===== src/design/adcc_pkg.sv =====
package adcc_pkg;

  // Clock and converter clock figures.
  localparam int unsigned CLK_HZ          = 100_000_000;
  localparam int unsigned CONV_CLK_HZ     = 1_000_000;
  localparam int unsigned CONV_CLK_MIN_HZ = 200_000;
  localparam int unsigned CONV_CLK_MAX_HZ = 2_000_000;

  // The divider field holds the division ratio minus this offset.
  localparam int unsigned DIV_OFFSET = 2;
  localparam int unsigned DIV_W      = 9;
  localparam int unsigned CNT_W      = 10;
  localparam logic [DIV_W-1:0] DIV_RESET = DIV_W'(CLK_HZ / CONV_CLK_HZ - DIV_OFFSET);
  localparam logic [DIV_W-1:0] DIV_FIELD_FASTEST = DIV_W'(CLK_HZ / CONV_CLK_MAX_HZ - DIV_OFFSET);
  localparam logic [CNT_W-1:0] CNT_ONE   = 10'h001;
  localparam logic [CNT_W-1:0] CNT_ZERO  = 10'h000;

  // Register byte addresses.
  localparam logic [31:0] ADDR_RESULT     = 32'h4000_5A00;
  localparam logic [31:0] ADDR_STATE      = 32'h4000_5A04;
  localparam logic [31:0] ADDR_CONTROL    = 32'h4000_5A08;
  localparam logic [31:0] ADDR_CLK_SOURCE = 32'h4000_5A0C;
  localparam logic [31:0] ADDR_CLK_DIV    = 32'h4000_5A10;
  localparam logic [31:0] ADDR_ROOT_GATE  = 32'h4000_5A14;
  localparam logic [31:0] ADDR_PATH_GATE  = 32'h4000_5A18;
  localparam logic [31:0] ADDR_IRQ_STATUS = 32'h4000_5A1C;
  localparam logic [31:0] ADDR_IRQ_MASK   = 32'h4000_5A20;

  // Field layout.
  localparam int unsigned RESULT_W       = 12;
  localparam int unsigned DONE_BIT       = 0;
  localparam int unsigned START_BIT      = 0;
  localparam int unsigned CHANNEL_BIT    = 1;
  localparam int unsigned BATTERY_BIT    = 2;
  localparam int unsigned CONTROL_W      = 3;
  localparam int unsigned ROOT_GATE_BIT  = 7;
  localparam int unsigned PATH_GATE_BIT  = 0;
  localparam int unsigned SOURCE_BIT     = 0;
  localparam int unsigned IRQ_DONE_BIT   = 0;
  localparam int unsigned IRQ_START_BIT  = 1;
  localparam int unsigned IRQ_W          = 2;

  // Reset values.
  localparam logic [RESULT_W-1:0]  RESULT_RESET  = 12'h000;
  localparam logic [CONTROL_W-1:0] CONTROL_RESET = 3'h0;
  localparam logic [IRQ_W-1:0]     IRQ_RESET     = 2'h0;
  localparam logic                 SOURCE_FAST   = 1'b0;
  localparam logic [31:0]          WORD_ZERO     = 32'h0000_0000;

  typedef enum logic {
    ADCC_BUS_IDLE   = 1'b0,
    ADCC_BUS_ANSWER = 1'b1
  } adcc_bus_state_t;

endpackage : adcc_pkg


===== src/design/adcc_clock_divider.sv =====
module adcc_clock_divider (
  input  wire logic                          clk_in,
  input  wire logic                          resetn_in,
  input  wire logic                          enable_in,
  input  wire logic [adcc_pkg::DIV_W-1:0]    ratio_field_in,
  output logic                               tick_out
);

  logic [adcc_pkg::CNT_W-1:0] count_q;
  logic [adcc_pkg::CNT_W-1:0] last_count;

  // The period is the field plus two cycles, so the counter runs 0 to field+1.
  assign last_count = {1'b0, ratio_field_in} + adcc_pkg::CNT_ONE;

  always_ff @(posedge clk_in or negedge resetn_in) begin
    if (!resetn_in) begin
      count_q  <= adcc_pkg::CNT_ZERO;
      tick_out <= 1'b0;
    end else if (!enable_in) begin
      count_q  <= adcc_pkg::CNT_ZERO;
      tick_out <= 1'b0;
    end else if (count_q >= last_count) begin
      count_q  <= adcc_pkg::CNT_ZERO;
      tick_out <= 1'b1;
    end else begin
      count_q  <= count_q + adcc_pkg::CNT_ONE;
      tick_out <= 1'b0;
    end
  end

endmodule : adcc_clock_divider


===== src/design/adcc_conversion_control.sv =====
module adcc_conversion_control (
  input  wire logic                             clk_in,
  input  wire logic                             resetn_in,
  input  wire logic [31:0]                      avs_address_in,
  input  wire logic                             avs_read_in,
  input  wire logic                             avs_write_in,
  input  wire logic [31:0]                      avs_writedata_in,
  input  wire logic [3:0]                       avs_byteenable_in,
  output logic      [31:0]                      avs_readdata_out,
  output logic                                  avs_waitrequest_out,
  output logic                                  irq_out,
  output logic                                  start_level_out,
  output logic                                  channel_sel_out,
  output logic                                  battery_measure_on_out,
  output logic                                  converter_clock_out,
  input  wire logic                             done_in,
  input  wire logic [adcc_pkg::RESULT_W-1:0]    result_in
);

  adcc_pkg::adcc_bus_state_t              bus_state_q;
  logic [31:0]                            readdata_d;
  logic [31:0]                            lane_mask;
  logic                                   commit_write;
  logic                                   hit_result;
  logic                                   hit_state;
  logic                                   hit_control;
  logic                                   hit_source;
  logic                                   hit_div;
  logic                                   hit_root;
  logic                                   hit_path;
  logic                                   hit_irq_status;
  logic                                   hit_irq_mask;

  logic [adcc_pkg::CONTROL_W-1:0]         control_q;
  logic [adcc_pkg::CONTROL_W-1:0]         control_d;
  logic [adcc_pkg::RESULT_W-1:0]          result_q;
  logic                                   done_flag_q;
  logic                                   source_q;
  logic [adcc_pkg::DIV_W-1:0]             div_field_q;
  logic                                   root_gate_q;
  logic                                   path_gate_q;
  logic [adcc_pkg::IRQ_W-1:0]             irq_status_q;
  logic [adcc_pkg::IRQ_W-1:0]             irq_mask_q;
  logic [adcc_pkg::IRQ_W-1:0]             irq_set;
  logic [adcc_pkg::IRQ_W-1:0]             irq_clear;

  logic                                   done_s1_q;
  logic                                   done_s2_q;
  logic                                   done_s3_q;
  logic                                   done_level_q;
  logic                                   done_rise;
  logic                                   start_rise;
  logic                                   divider_on;
  logic                                   divider_tick;

  // Avalon slave: one wait cycle, then the answer. The request is committed
  // only at the edge where waitrequest is seen low.
  assign avs_waitrequest_out = (avs_read_in | avs_write_in) &
                               (bus_state_q == adcc_pkg::ADCC_BUS_IDLE);
  assign commit_write = avs_write_in & (bus_state_q == adcc_pkg::ADCC_BUS_ANSWER);

  always_ff @(posedge clk_in or negedge resetn_in) begin
    if (!resetn_in) begin
      bus_state_q <= adcc_pkg::ADCC_BUS_IDLE;
    end else begin
      case (bus_state_q)
        adcc_pkg::ADCC_BUS_IDLE: begin
          if (avs_read_in | avs_write_in) begin
            bus_state_q <= adcc_pkg::ADCC_BUS_ANSWER;
          end
        end
        adcc_pkg::ADCC_BUS_ANSWER: begin
          bus_state_q <= adcc_pkg::ADCC_BUS_IDLE;
        end
        default: begin
          bus_state_q <= adcc_pkg::ADCC_BUS_IDLE;
        end
      endcase
    end
  end

  // Address decode.
  always_comb begin
    hit_result     = 1'b0;
    hit_state      = 1'b0;
    hit_control    = 1'b0;
    hit_source     = 1'b0;
    hit_div        = 1'b0;
    hit_root       = 1'b0;
    hit_path       = 1'b0;
    hit_irq_status = 1'b0;
    hit_irq_mask   = 1'b0;
    if (avs_address_in == adcc_pkg::ADDR_RESULT) begin
      hit_result = 1'b1;
    end else if (avs_address_in == adcc_pkg::ADDR_STATE) begin
      hit_state = 1'b1;
    end else if (avs_address_in == adcc_pkg::ADDR_CONTROL) begin
      hit_control = 1'b1;
    end else if (avs_address_in == adcc_pkg::ADDR_CLK_SOURCE) begin
      hit_source = 1'b1;
    end else if (avs_address_in == adcc_pkg::ADDR_CLK_DIV) begin
      hit_div = 1'b1;
    end else if (avs_address_in == adcc_pkg::ADDR_ROOT_GATE) begin
      hit_root = 1'b1;
    end else if (avs_address_in == adcc_pkg::ADDR_PATH_GATE) begin
      hit_path = 1'b1;
    end else if (avs_address_in == adcc_pkg::ADDR_IRQ_STATUS) begin
      hit_irq_status = 1'b1;
    end else if (avs_address_in == adcc_pkg::ADDR_IRQ_MASK) begin
      hit_irq_mask = 1'b1;
    end
  end

  assign lane_mask = {{8{avs_byteenable_in[3]}}, {8{avs_byteenable_in[2]}},
                      {8{avs_byteenable_in[1]}}, {8{avs_byteenable_in[0]}}};

  // Read mux; unmapped addresses and unlisted bits read as zero.
  always_comb begin
    readdata_d = adcc_pkg::WORD_ZERO;
    if (hit_result) begin
      readdata_d[adcc_pkg::RESULT_W-1:0] = result_q;
    end else if (hit_state) begin
      readdata_d[adcc_pkg::DONE_BIT] = done_flag_q;
    end else if (hit_control) begin
      readdata_d[adcc_pkg::CONTROL_W-1:0] = control_q;
    end else if (hit_source) begin
      readdata_d[adcc_pkg::SOURCE_BIT] = source_q;
    end else if (hit_div) begin
      readdata_d[adcc_pkg::DIV_W-1:0] = div_field_q;
    end else if (hit_root) begin
      readdata_d[adcc_pkg::ROOT_GATE_BIT] = root_gate_q;
    end else if (hit_path) begin
      readdata_d[adcc_pkg::PATH_GATE_BIT] = path_gate_q;
    end else if (hit_irq_status) begin
      readdata_d[adcc_pkg::IRQ_W-1:0] = irq_status_q;
    end else if (hit_irq_mask) begin
      readdata_d[adcc_pkg::IRQ_W-1:0] = irq_mask_q;
    end
  end

  // Read data is sampled in the wait cycle and stands through the answer edge.
  always_ff @(posedge clk_in or negedge resetn_in) begin
    if (!resetn_in) begin
      avs_readdata_out <= adcc_pkg::WORD_ZERO;
    end else if (avs_read_in && bus_state_q == adcc_pkg::ADCC_BUS_IDLE) begin
      avs_readdata_out <= readdata_d;
    end
  end

  // Control register with byte-lane merge; only the three listed bits exist.
  always_comb begin
    control_d = (control_q & ~lane_mask[adcc_pkg::CONTROL_W-1:0]) |
                (avs_writedata_in[adcc_pkg::CONTROL_W-1:0] &
                 lane_mask[adcc_pkg::CONTROL_W-1:0]);
  end

  always_ff @(posedge clk_in or negedge resetn_in) begin
    if (!resetn_in) begin
      control_q <= adcc_pkg::CONTROL_RESET;
    end else if (commit_write && hit_control) begin
      control_q <= control_d;
    end
  end

  // A fresh start needs the bit to go from 0 to 1; rewriting 1 is not a start.
  assign start_rise = commit_write & hit_control &
                      control_d[adcc_pkg::START_BIT] &
                      ~control_q[adcc_pkg::START_BIT];

  assign start_level_out        = control_q[adcc_pkg::START_BIT];
  assign channel_sel_out        = control_q[adcc_pkg::CHANNEL_BIT];
  assign battery_measure_on_out = control_q[adcc_pkg::BATTERY_BIT];

  // The done line comes from the analog macro, outside this clock domain.
  always_ff @(posedge clk_in or negedge resetn_in) begin
    if (!resetn_in) begin
      done_s1_q <= 1'b0;
      done_s2_q <= 1'b0;
      done_s3_q <= 1'b0;
    end else begin
      done_s1_q <= done_in;
      done_s2_q <= done_s1_q;
      done_s3_q <= done_s2_q;
    end
  end

  always_ff @(posedge clk_in or negedge resetn_in) begin
    if (!resetn_in) begin
      done_level_q <= 1'b0;
    end else if (done_s2_q == done_s3_q) begin
      done_level_q <= done_s2_q;
    end
  end

  assign done_rise = (done_s2_q == done_s3_q) & done_s2_q & ~done_level_q;

  // The result word is not synchronised bit by bit: the macro holds it stable
  // while done is high, so it is safe to take it on the filtered done edge.
  always_ff @(posedge clk_in or negedge resetn_in) begin
    if (!resetn_in) begin
      result_q <= adcc_pkg::RESULT_RESET;
    end else if (done_rise) begin
      result_q <= result_in;
    end
  end

  // The flag is cleared by our own start edge, so software sees it low right
  // after starting even if the macro is slow to drop its done line.
  always_ff @(posedge clk_in or negedge resetn_in) begin
    if (!resetn_in) begin
      done_flag_q <= 1'b0;
    end else if (done_rise) begin
      done_flag_q <= 1'b1;
    end else if (start_rise) begin
      done_flag_q <= 1'b0;
    end
  end

  // Converter clock configuration.
  always_ff @(posedge clk_in or negedge resetn_in) begin
    if (!resetn_in) begin
      source_q <= adcc_pkg::SOURCE_FAST;
    end else if (commit_write && hit_source && avs_byteenable_in[0]) begin
      source_q <= avs_writedata_in[adcc_pkg::SOURCE_BIT];
    end
  end

  always_ff @(posedge clk_in or negedge resetn_in) begin
    if (!resetn_in) begin
      div_field_q <= adcc_pkg::DIV_RESET;
    end else if (commit_write && hit_div) begin
      div_field_q <= (div_field_q & ~lane_mask[adcc_pkg::DIV_W-1:0]) |
                     (avs_writedata_in[adcc_pkg::DIV_W-1:0] &
                      lane_mask[adcc_pkg::DIV_W-1:0]);
    end
  end

  always_ff @(posedge clk_in or negedge resetn_in) begin
    if (!resetn_in) begin
      root_gate_q <= 1'b0;
    end else if (commit_write && hit_root && avs_byteenable_in[0]) begin
      root_gate_q <= avs_writedata_in[adcc_pkg::ROOT_GATE_BIT];
    end
  end

  always_ff @(posedge clk_in or negedge resetn_in) begin
    if (!resetn_in) begin
      path_gate_q <= 1'b0;
    end else if (commit_write && hit_path && avs_byteenable_in[0]) begin
      path_gate_q <= avs_writedata_in[adcc_pkg::PATH_GATE_BIT];
    end
  end

  // Only the oscillator source exists here; any other selection stops the
  // divider rather than producing a clock of unknown rate.
  assign divider_on = root_gate_q & (source_q == adcc_pkg::SOURCE_FAST);

  adcc_clock_divider u_divider (
    .clk_in         (clk_in),
    .resetn_in      (resetn_in),
    .enable_in      (divider_on),
    .ratio_field_in (div_field_q),
    .tick_out       (divider_tick)
  );

  // The converter clock is a one-cycle pulse per divided period; the default
  // field gives 1 MHz, but software owns keeping it inside the legal band.
  always_ff @(posedge clk_in or negedge resetn_in) begin
    if (!resetn_in) begin
      converter_clock_out <= 1'b0;
    end else begin
      converter_clock_out <= divider_tick & path_gate_q;
    end
  end

  // Interrupt status: a new event wins over a clear in the same cycle.
  always_comb begin
    irq_set                          = adcc_pkg::IRQ_RESET;
    irq_set[adcc_pkg::IRQ_DONE_BIT]  = done_rise;
    irq_set[adcc_pkg::IRQ_START_BIT] = start_rise;
    irq_clear = adcc_pkg::IRQ_RESET;
    if (commit_write && hit_irq_status && avs_byteenable_in[0]) begin
      irq_clear = avs_writedata_in[adcc_pkg::IRQ_W-1:0];
    end
  end

  always_ff @(posedge clk_in or negedge resetn_in) begin
    if (!resetn_in) begin
      irq_status_q <= adcc_pkg::IRQ_RESET;
    end else begin
      irq_status_q <= (irq_status_q & ~irq_clear) | irq_set;
    end
  end

  always_ff @(posedge clk_in or negedge resetn_in) begin
    if (!resetn_in) begin
      irq_mask_q <= adcc_pkg::IRQ_RESET;
    end else if (commit_write && hit_irq_mask && avs_byteenable_in[0]) begin
      irq_mask_q <= avs_writedata_in[adcc_pkg::IRQ_W-1:0];
    end
  end

  always_ff @(posedge clk_in or negedge resetn_in) begin
    if (!resetn_in) begin
      irq_out <= 1'b0;
    end else begin
      irq_out <= |(irq_status_q & irq_mask_q);
    end
  end

endmodule : adcc_conversion_control


===== config.mk =====
export PLATFORM = sky130hd
export DESIGN_NAME = adcc_conversion_control
export DESIGN_NICKNAME = d
export VERILOG_FILES = /design/src/design/adcc_pkg.sv /design/src/design/adcc_clock_divider.sv /design/src/design/adcc_conversion_control.sv
export SDC_FILE = /design/constraint.sdc
export NUM_CORES = 1
export LEC_CHECK = 0
export BUFFER_PORTS_ARGS = -buffer_cell sky130_fd_sc_hd__buf_2
export CAP_MARGIN = 20
export CORE_MARGIN = 4
export CORE_UTILIZATION = 45
export CTS_CLUSTER_DIAMETER = 30
export DETAILED_ROUTE_END_ITERATION = 8
export PLACE_DENSITY = 0.73
export SYNTH_ARGS = -nofsm -noshare
export SYNTH_HDL_FRONTEND = slang
export SYNTH_SLANG_ARGS = --single-unit

===== constraint.sdc =====
create_clock -name clk_in -period 5.7 [get_ports clk_in]
set_input_delay 1.14 -clock clk_in [delete_from_list [all_inputs] [get_ports clk_in]]
set_output_delay 1.14 -clock clk_in [all_outputs]
set_load 0.02 [all_outputs]

==> results.txt <==
The run finished with clean final reports. The clock passes through at most 2 buffers. The pin count of the biggest net entering global routing came out at 63. The maximum net fanout on the critical path is 13. The portion of total power attributed to sequential cells is 53.0%. The distinct cell type count after synthesis came out at 52. The routed wirelength normalized by instance count came out at 15.65 um.

The largest stage delay on the critical path came out at 0.83 ns. The wire-length estimate of the detail-placed layout is 5705 um. Net switching is 24.20% of the power.

The fraction of layout instances using a drive strength above 1 came out at 34.11%. The standard-cell row count came out at 31. The arrival time at the worst endpoint is 3.26 ns. The worst-margin pin slew came out at 0.9843 ns. TritonCTS built the clock tree. The library cell used as clock root buffer is sky130_fd_sc_hd__clkbuf_8. Summed over all nets, wire length on met2 after detailed routing comes to 3559 um. The number of hold violations in the final report is 0. The achievable clock frequency is 329.6 MHz. The first global-routing pass estimated 12340 um of wire. The required time of the critical path came out at 5.92 ns.

The global-route congestion overflow total is 0. The setup clock skew after layout is 0.006079 ns. CTS saw 62 sinks. The total internal power came out at 0.0006882 W. The number of pins exceeding their max-slew limit in the final report is 0. The post-CTS setup buffer count is 0. The full die area is 0.008896 sq mm.

The detailed-routed wire length on met3 is 651 um. The number of buffers inserted during clock tree synthesis is 9. The number of DRC markers in iteration 0 came out at 111. The sort of element at the start of the critical path is a primary input. The standard cell with the maximum stage delay on the critical path is sky130_fd_sc_hd__nor4b_1.

The clock input transition at the sequential cells of the worst setup and hold paths came out at 0.06 ns. Leaving out fill and tap cells, the most frequent cell in the layout is sky130_fd_sc_hd__buf_2. The highest signal layer in the routed design is met4. The total of cells resized after clock tree synthesis came out at 0. The clock tree synthesis step divided the H-tree into 3 levels. Headroom to the max-slew limit came out at 33.46%. The clock share of power is 36.5%. The worst-case IR drop observed on VDD is 0.1590 mV. The mapped netlist covers 0.003353 sq mm. The number of setup violations in the final report is 0. The final core area utilization came out at 54.15%. The count of hold buffers inserted by post-cts repair came out at 0. The count of TritonRoute iterations in the first routing pass is 4. The routed via count is 2611. The worst setup path is captured at a flip-flop.

The number of antenna violations at the first check in global routing is 0. The height of the die came out at 94.32 um. The shortest clock period the worst path allows after layout is 3.034 ns. Walking the worst path, the cells encountered are buf_2 -> nor4b_1 -> nand2_1 -> nor4_2 -> mux2_2.

The insertion delay to the later sink of the worst-skew pair came out at 0.34 ns. The relative contribution of combinational cells to total power is 10.5%. The number of fillers in the final layout came out at 650. Setup repair after global routing left no endpoint under its margin. 0 antenna diodes ended up in the layout. Once the floorplan was initialized, standard cells occupied 46.23% of the core. The cell count after synthesis is 300. The power density of the placed cells came out at 231.2 mW/mm^2. Setup total negative slack on the finished layout was measured at 0 ns. For this block, wires on met1 add up to 3195 um. The total of max-cap violations is 0. Using the TritonRoute via totals, the vias-per-cell ratio works out to 5.406. The horizontal extent of the die came out at 94.32 um. The post-layout net count came out at 478. The count of boundary I/O pins came out at 123. The global-route usage over all layers is 18.29%. The top cell types in the final layout, fill and taps aside, are 77 x sky130_fd_sc_hd__buf_2, 59 x sky130_fd_sc_hd__dfrtp_1, 29 x sky130_fd_sc_hd__mux2_2. The via count of the first global-routing pass came out at 2572. The final critical path takes up 53.23% of the cycle. The kind of path behind the tightest hold check is reg -> reg. For this run, the leading register cell type out of synthesis is sky130_fd_sc_hd__dfrtp_1. After detailed routing, the number of remaining DRC violations is 0. The global placer's final weighted congestion is 0.8868. The switching component of the power came out at 0.0002198 W. The area added between synthesis and finish is 17.13%. The setup path with the least slack is of type in -> reg. In this run the standard cell core region covers 0.007253 sq mm. The number of flops mapped to enable cells by yosys is 0. The count of buffers from port buffering came out at 77. The routed wire length came out at 7557 um. The average size of a mapped cell came out at 11.18 sq um. For this run, asynchronously set or reset flops after synthesis account for 100.0%. During synthesis, Yosys emitted a total of 0 warnings. The analysis attributes to cell leakage a power of 1.895 nW. The sequential-to-total area share from yosys stat is 46.38%. The count of nets left with antenna violations once routing finished came out at 0. The post-synthesis sequential element count is 62.
critical path, delay by kind of cell:
kind | cells | cell delay [ns]
muxes | 1 | 0.41
and+or+nand+nor | 3 | 1.51
buffers and inverters | 1 | 0.18
metal layers:
metal / track usage [%] / up-vias
met1: 22.77 / 1269
li1: - / 1221
met4: 7.341 / 0
met3: 5.208 / 12
met5: 0 / -
met2: 29.96 / 109
through the flow:
step | setup WS [ns] | cells | instance area (sq um) | hold WS (ns) | power, W
5_1_grt | 2.565 | 483 | 3928 | 0.3599 | 0.0009525
2_1_floorplan | 2.935 | 319 | 3425 | 0.3312 | 0.0005492
3_3_place_gp | 2.445 | 468 | 3760 | 0.3326 | 0.0005808
4_1_cts | 2.714 | 483 | 3928 | 0.3499 | 0.0009203
6_report | 2.666 | 483 | 3928 | 0.3506 | 0.0009080
3_5_place_dp | 2.368 | 468 | 3760 | 0.3372 | 0.0005854
synthesized netlist by cell type (3+ instances only):
| library cell | count | area [sq um] |
|---|---|---|
| sky130_fd_sc_hd__a22o_1 | 5 | 43.79 |
| sky130_fd_sc_hd__and3_1 | 4 | 25.02 |
| sky130_fd_sc_hd__nor3_1 | 6 | 30.03 |
| sky130_fd_sc_hd__and2_1 | 6 | 37.54 |
| sky130_fd_sc_hd__xnor2_1 | 9 | 78.83 |
| sky130_fd_sc_hd__a21oi_1 | 11 | 55.05 |
| sky130_fd_sc_hd__mux2_2 | 29 | 326.6 |
| sky130_fd_sc_hd__nor4_1 | 4 | 25.02 |
| sky130_fd_sc_hd__nand2b_1 | 5 | 31.28 |
| sky130_fd_sc_hd__dfrtp_1 | 59 | 1476 |
| sky130_fd_sc_hd__nor2_1 | 8 | 30.03 |
| sky130_fd_sc_hd__a221o_1 | 6 | 60.06 |
| sky130_fd_sc_hd__o21ai_0 | 3 | 15.01 |
| sky130_fd_sc_hd__buf_4 | 20 | 150.1 |
| sky130_fd_sc_hd__nand3_1 | 17 | 85.08 |
| sky130_fd_sc_hd__a21o_1 | 3 | 22.52 |
| sky130_fd_sc_hd__nor2b_1 | 3 | 18.77 |
| sky130_fd_sc_hd__dfstp_2 | 3 | 78.83 |
| sky130_fd_sc_hd__clkbuf_1 | 6 | 22.52 |
| sky130_fd_sc_hd__xor2_1 | 6 | 52.55 |
| sky130_fd_sc_hd__o31ai_1 | 4 | 30.03 |
| sky130_fd_sc_hd__inv_1 | 3 | 11.26 |
| sky130_fd_sc_hd__ha_1 | 13 | 162.7 |
| sky130_fd_sc_hd__nand2_1 | 24 | 90.09 |
| sky130_fd_sc_hd__nand4_1 | 6 | 37.54 |
| sky130_fd_sc_hd__and4_1 | 3 | 26.28 |
final timing paths:
| check | startpoint | end | slack [ns] | cells after the start |
|---|---|---|---|---|
| worst max-delay path | avs_address_in[2] | control_q[0] | 2.67 | 5 |
| worst min-delay path | done_s1_q | done_s2_q | 0.35 | 0 |
| worst max register to register | flip-flop | u_divider.tick_out | 2.71 | 9 |
| worst min register to register | done_s1_q | done_s2_q | 0.35 | 0 |
| max in group asynchronous | resetn_in | result_q[6] | 4.24 | 2 |
| min in group asynchronous | resetn_in | async pin | 0.95 | 2 |
cell families (layout without fill, tap and decap cells):
| logic type | count (synthesis) | after routing | share of synthesized area [%] |
|---|---|---|---|
| adders and majority gates | 13 | 13 | 4.851 |
| DFF | 62 | 62 | 46.38 |
| xor gates and xnor gates | 15 | 15 | 3.918 |
| and+or+nand+nor | 100 | 100 | 18.10 |
| other | 1 | 20 | 0.1118 |
| muxes | 32 | 32 | 10.67 |
| buffers and inverters | 33 | 98 | 6.194 |
| AOI/OAI and AO/OA | 44 | 44 | 9.777 |
area by class of cell:
type | instances | area (sq um) | area share, %
repair buffers | 80 | 407.9 | 10.39
clock inverters | 1 | 5.005 | 0.1274
well taps | 99 | 123.9 | 3.154
clock buffers | 14 | 162.7 | 4.141
multi-input cells | 224 | 1662 | 42.31
inverters | 3 | 11.26 | 0.2867
flip-flops and latches | 62 | 1555 | 39.60
power by group through the flow:
stage / clock network [W] / registers, W / logic [W]
2_1_floorplan: 0 / 0.000485 / 0.0000644
3_3_place_gp: 0 / 0.000487 / 0.0000933
3_5_place_dp: 0 / 0.000489 / 0.0000959
4_1_cts: 0.000342 / 0.000482 / 0.0000965
5_1_grt: 0.000362 / 0.000484 / 0.000106
6_report: 0.000331 / 0.000482 / 0.0000952
No activity file was read; power rests on OpenSTA's default activity.
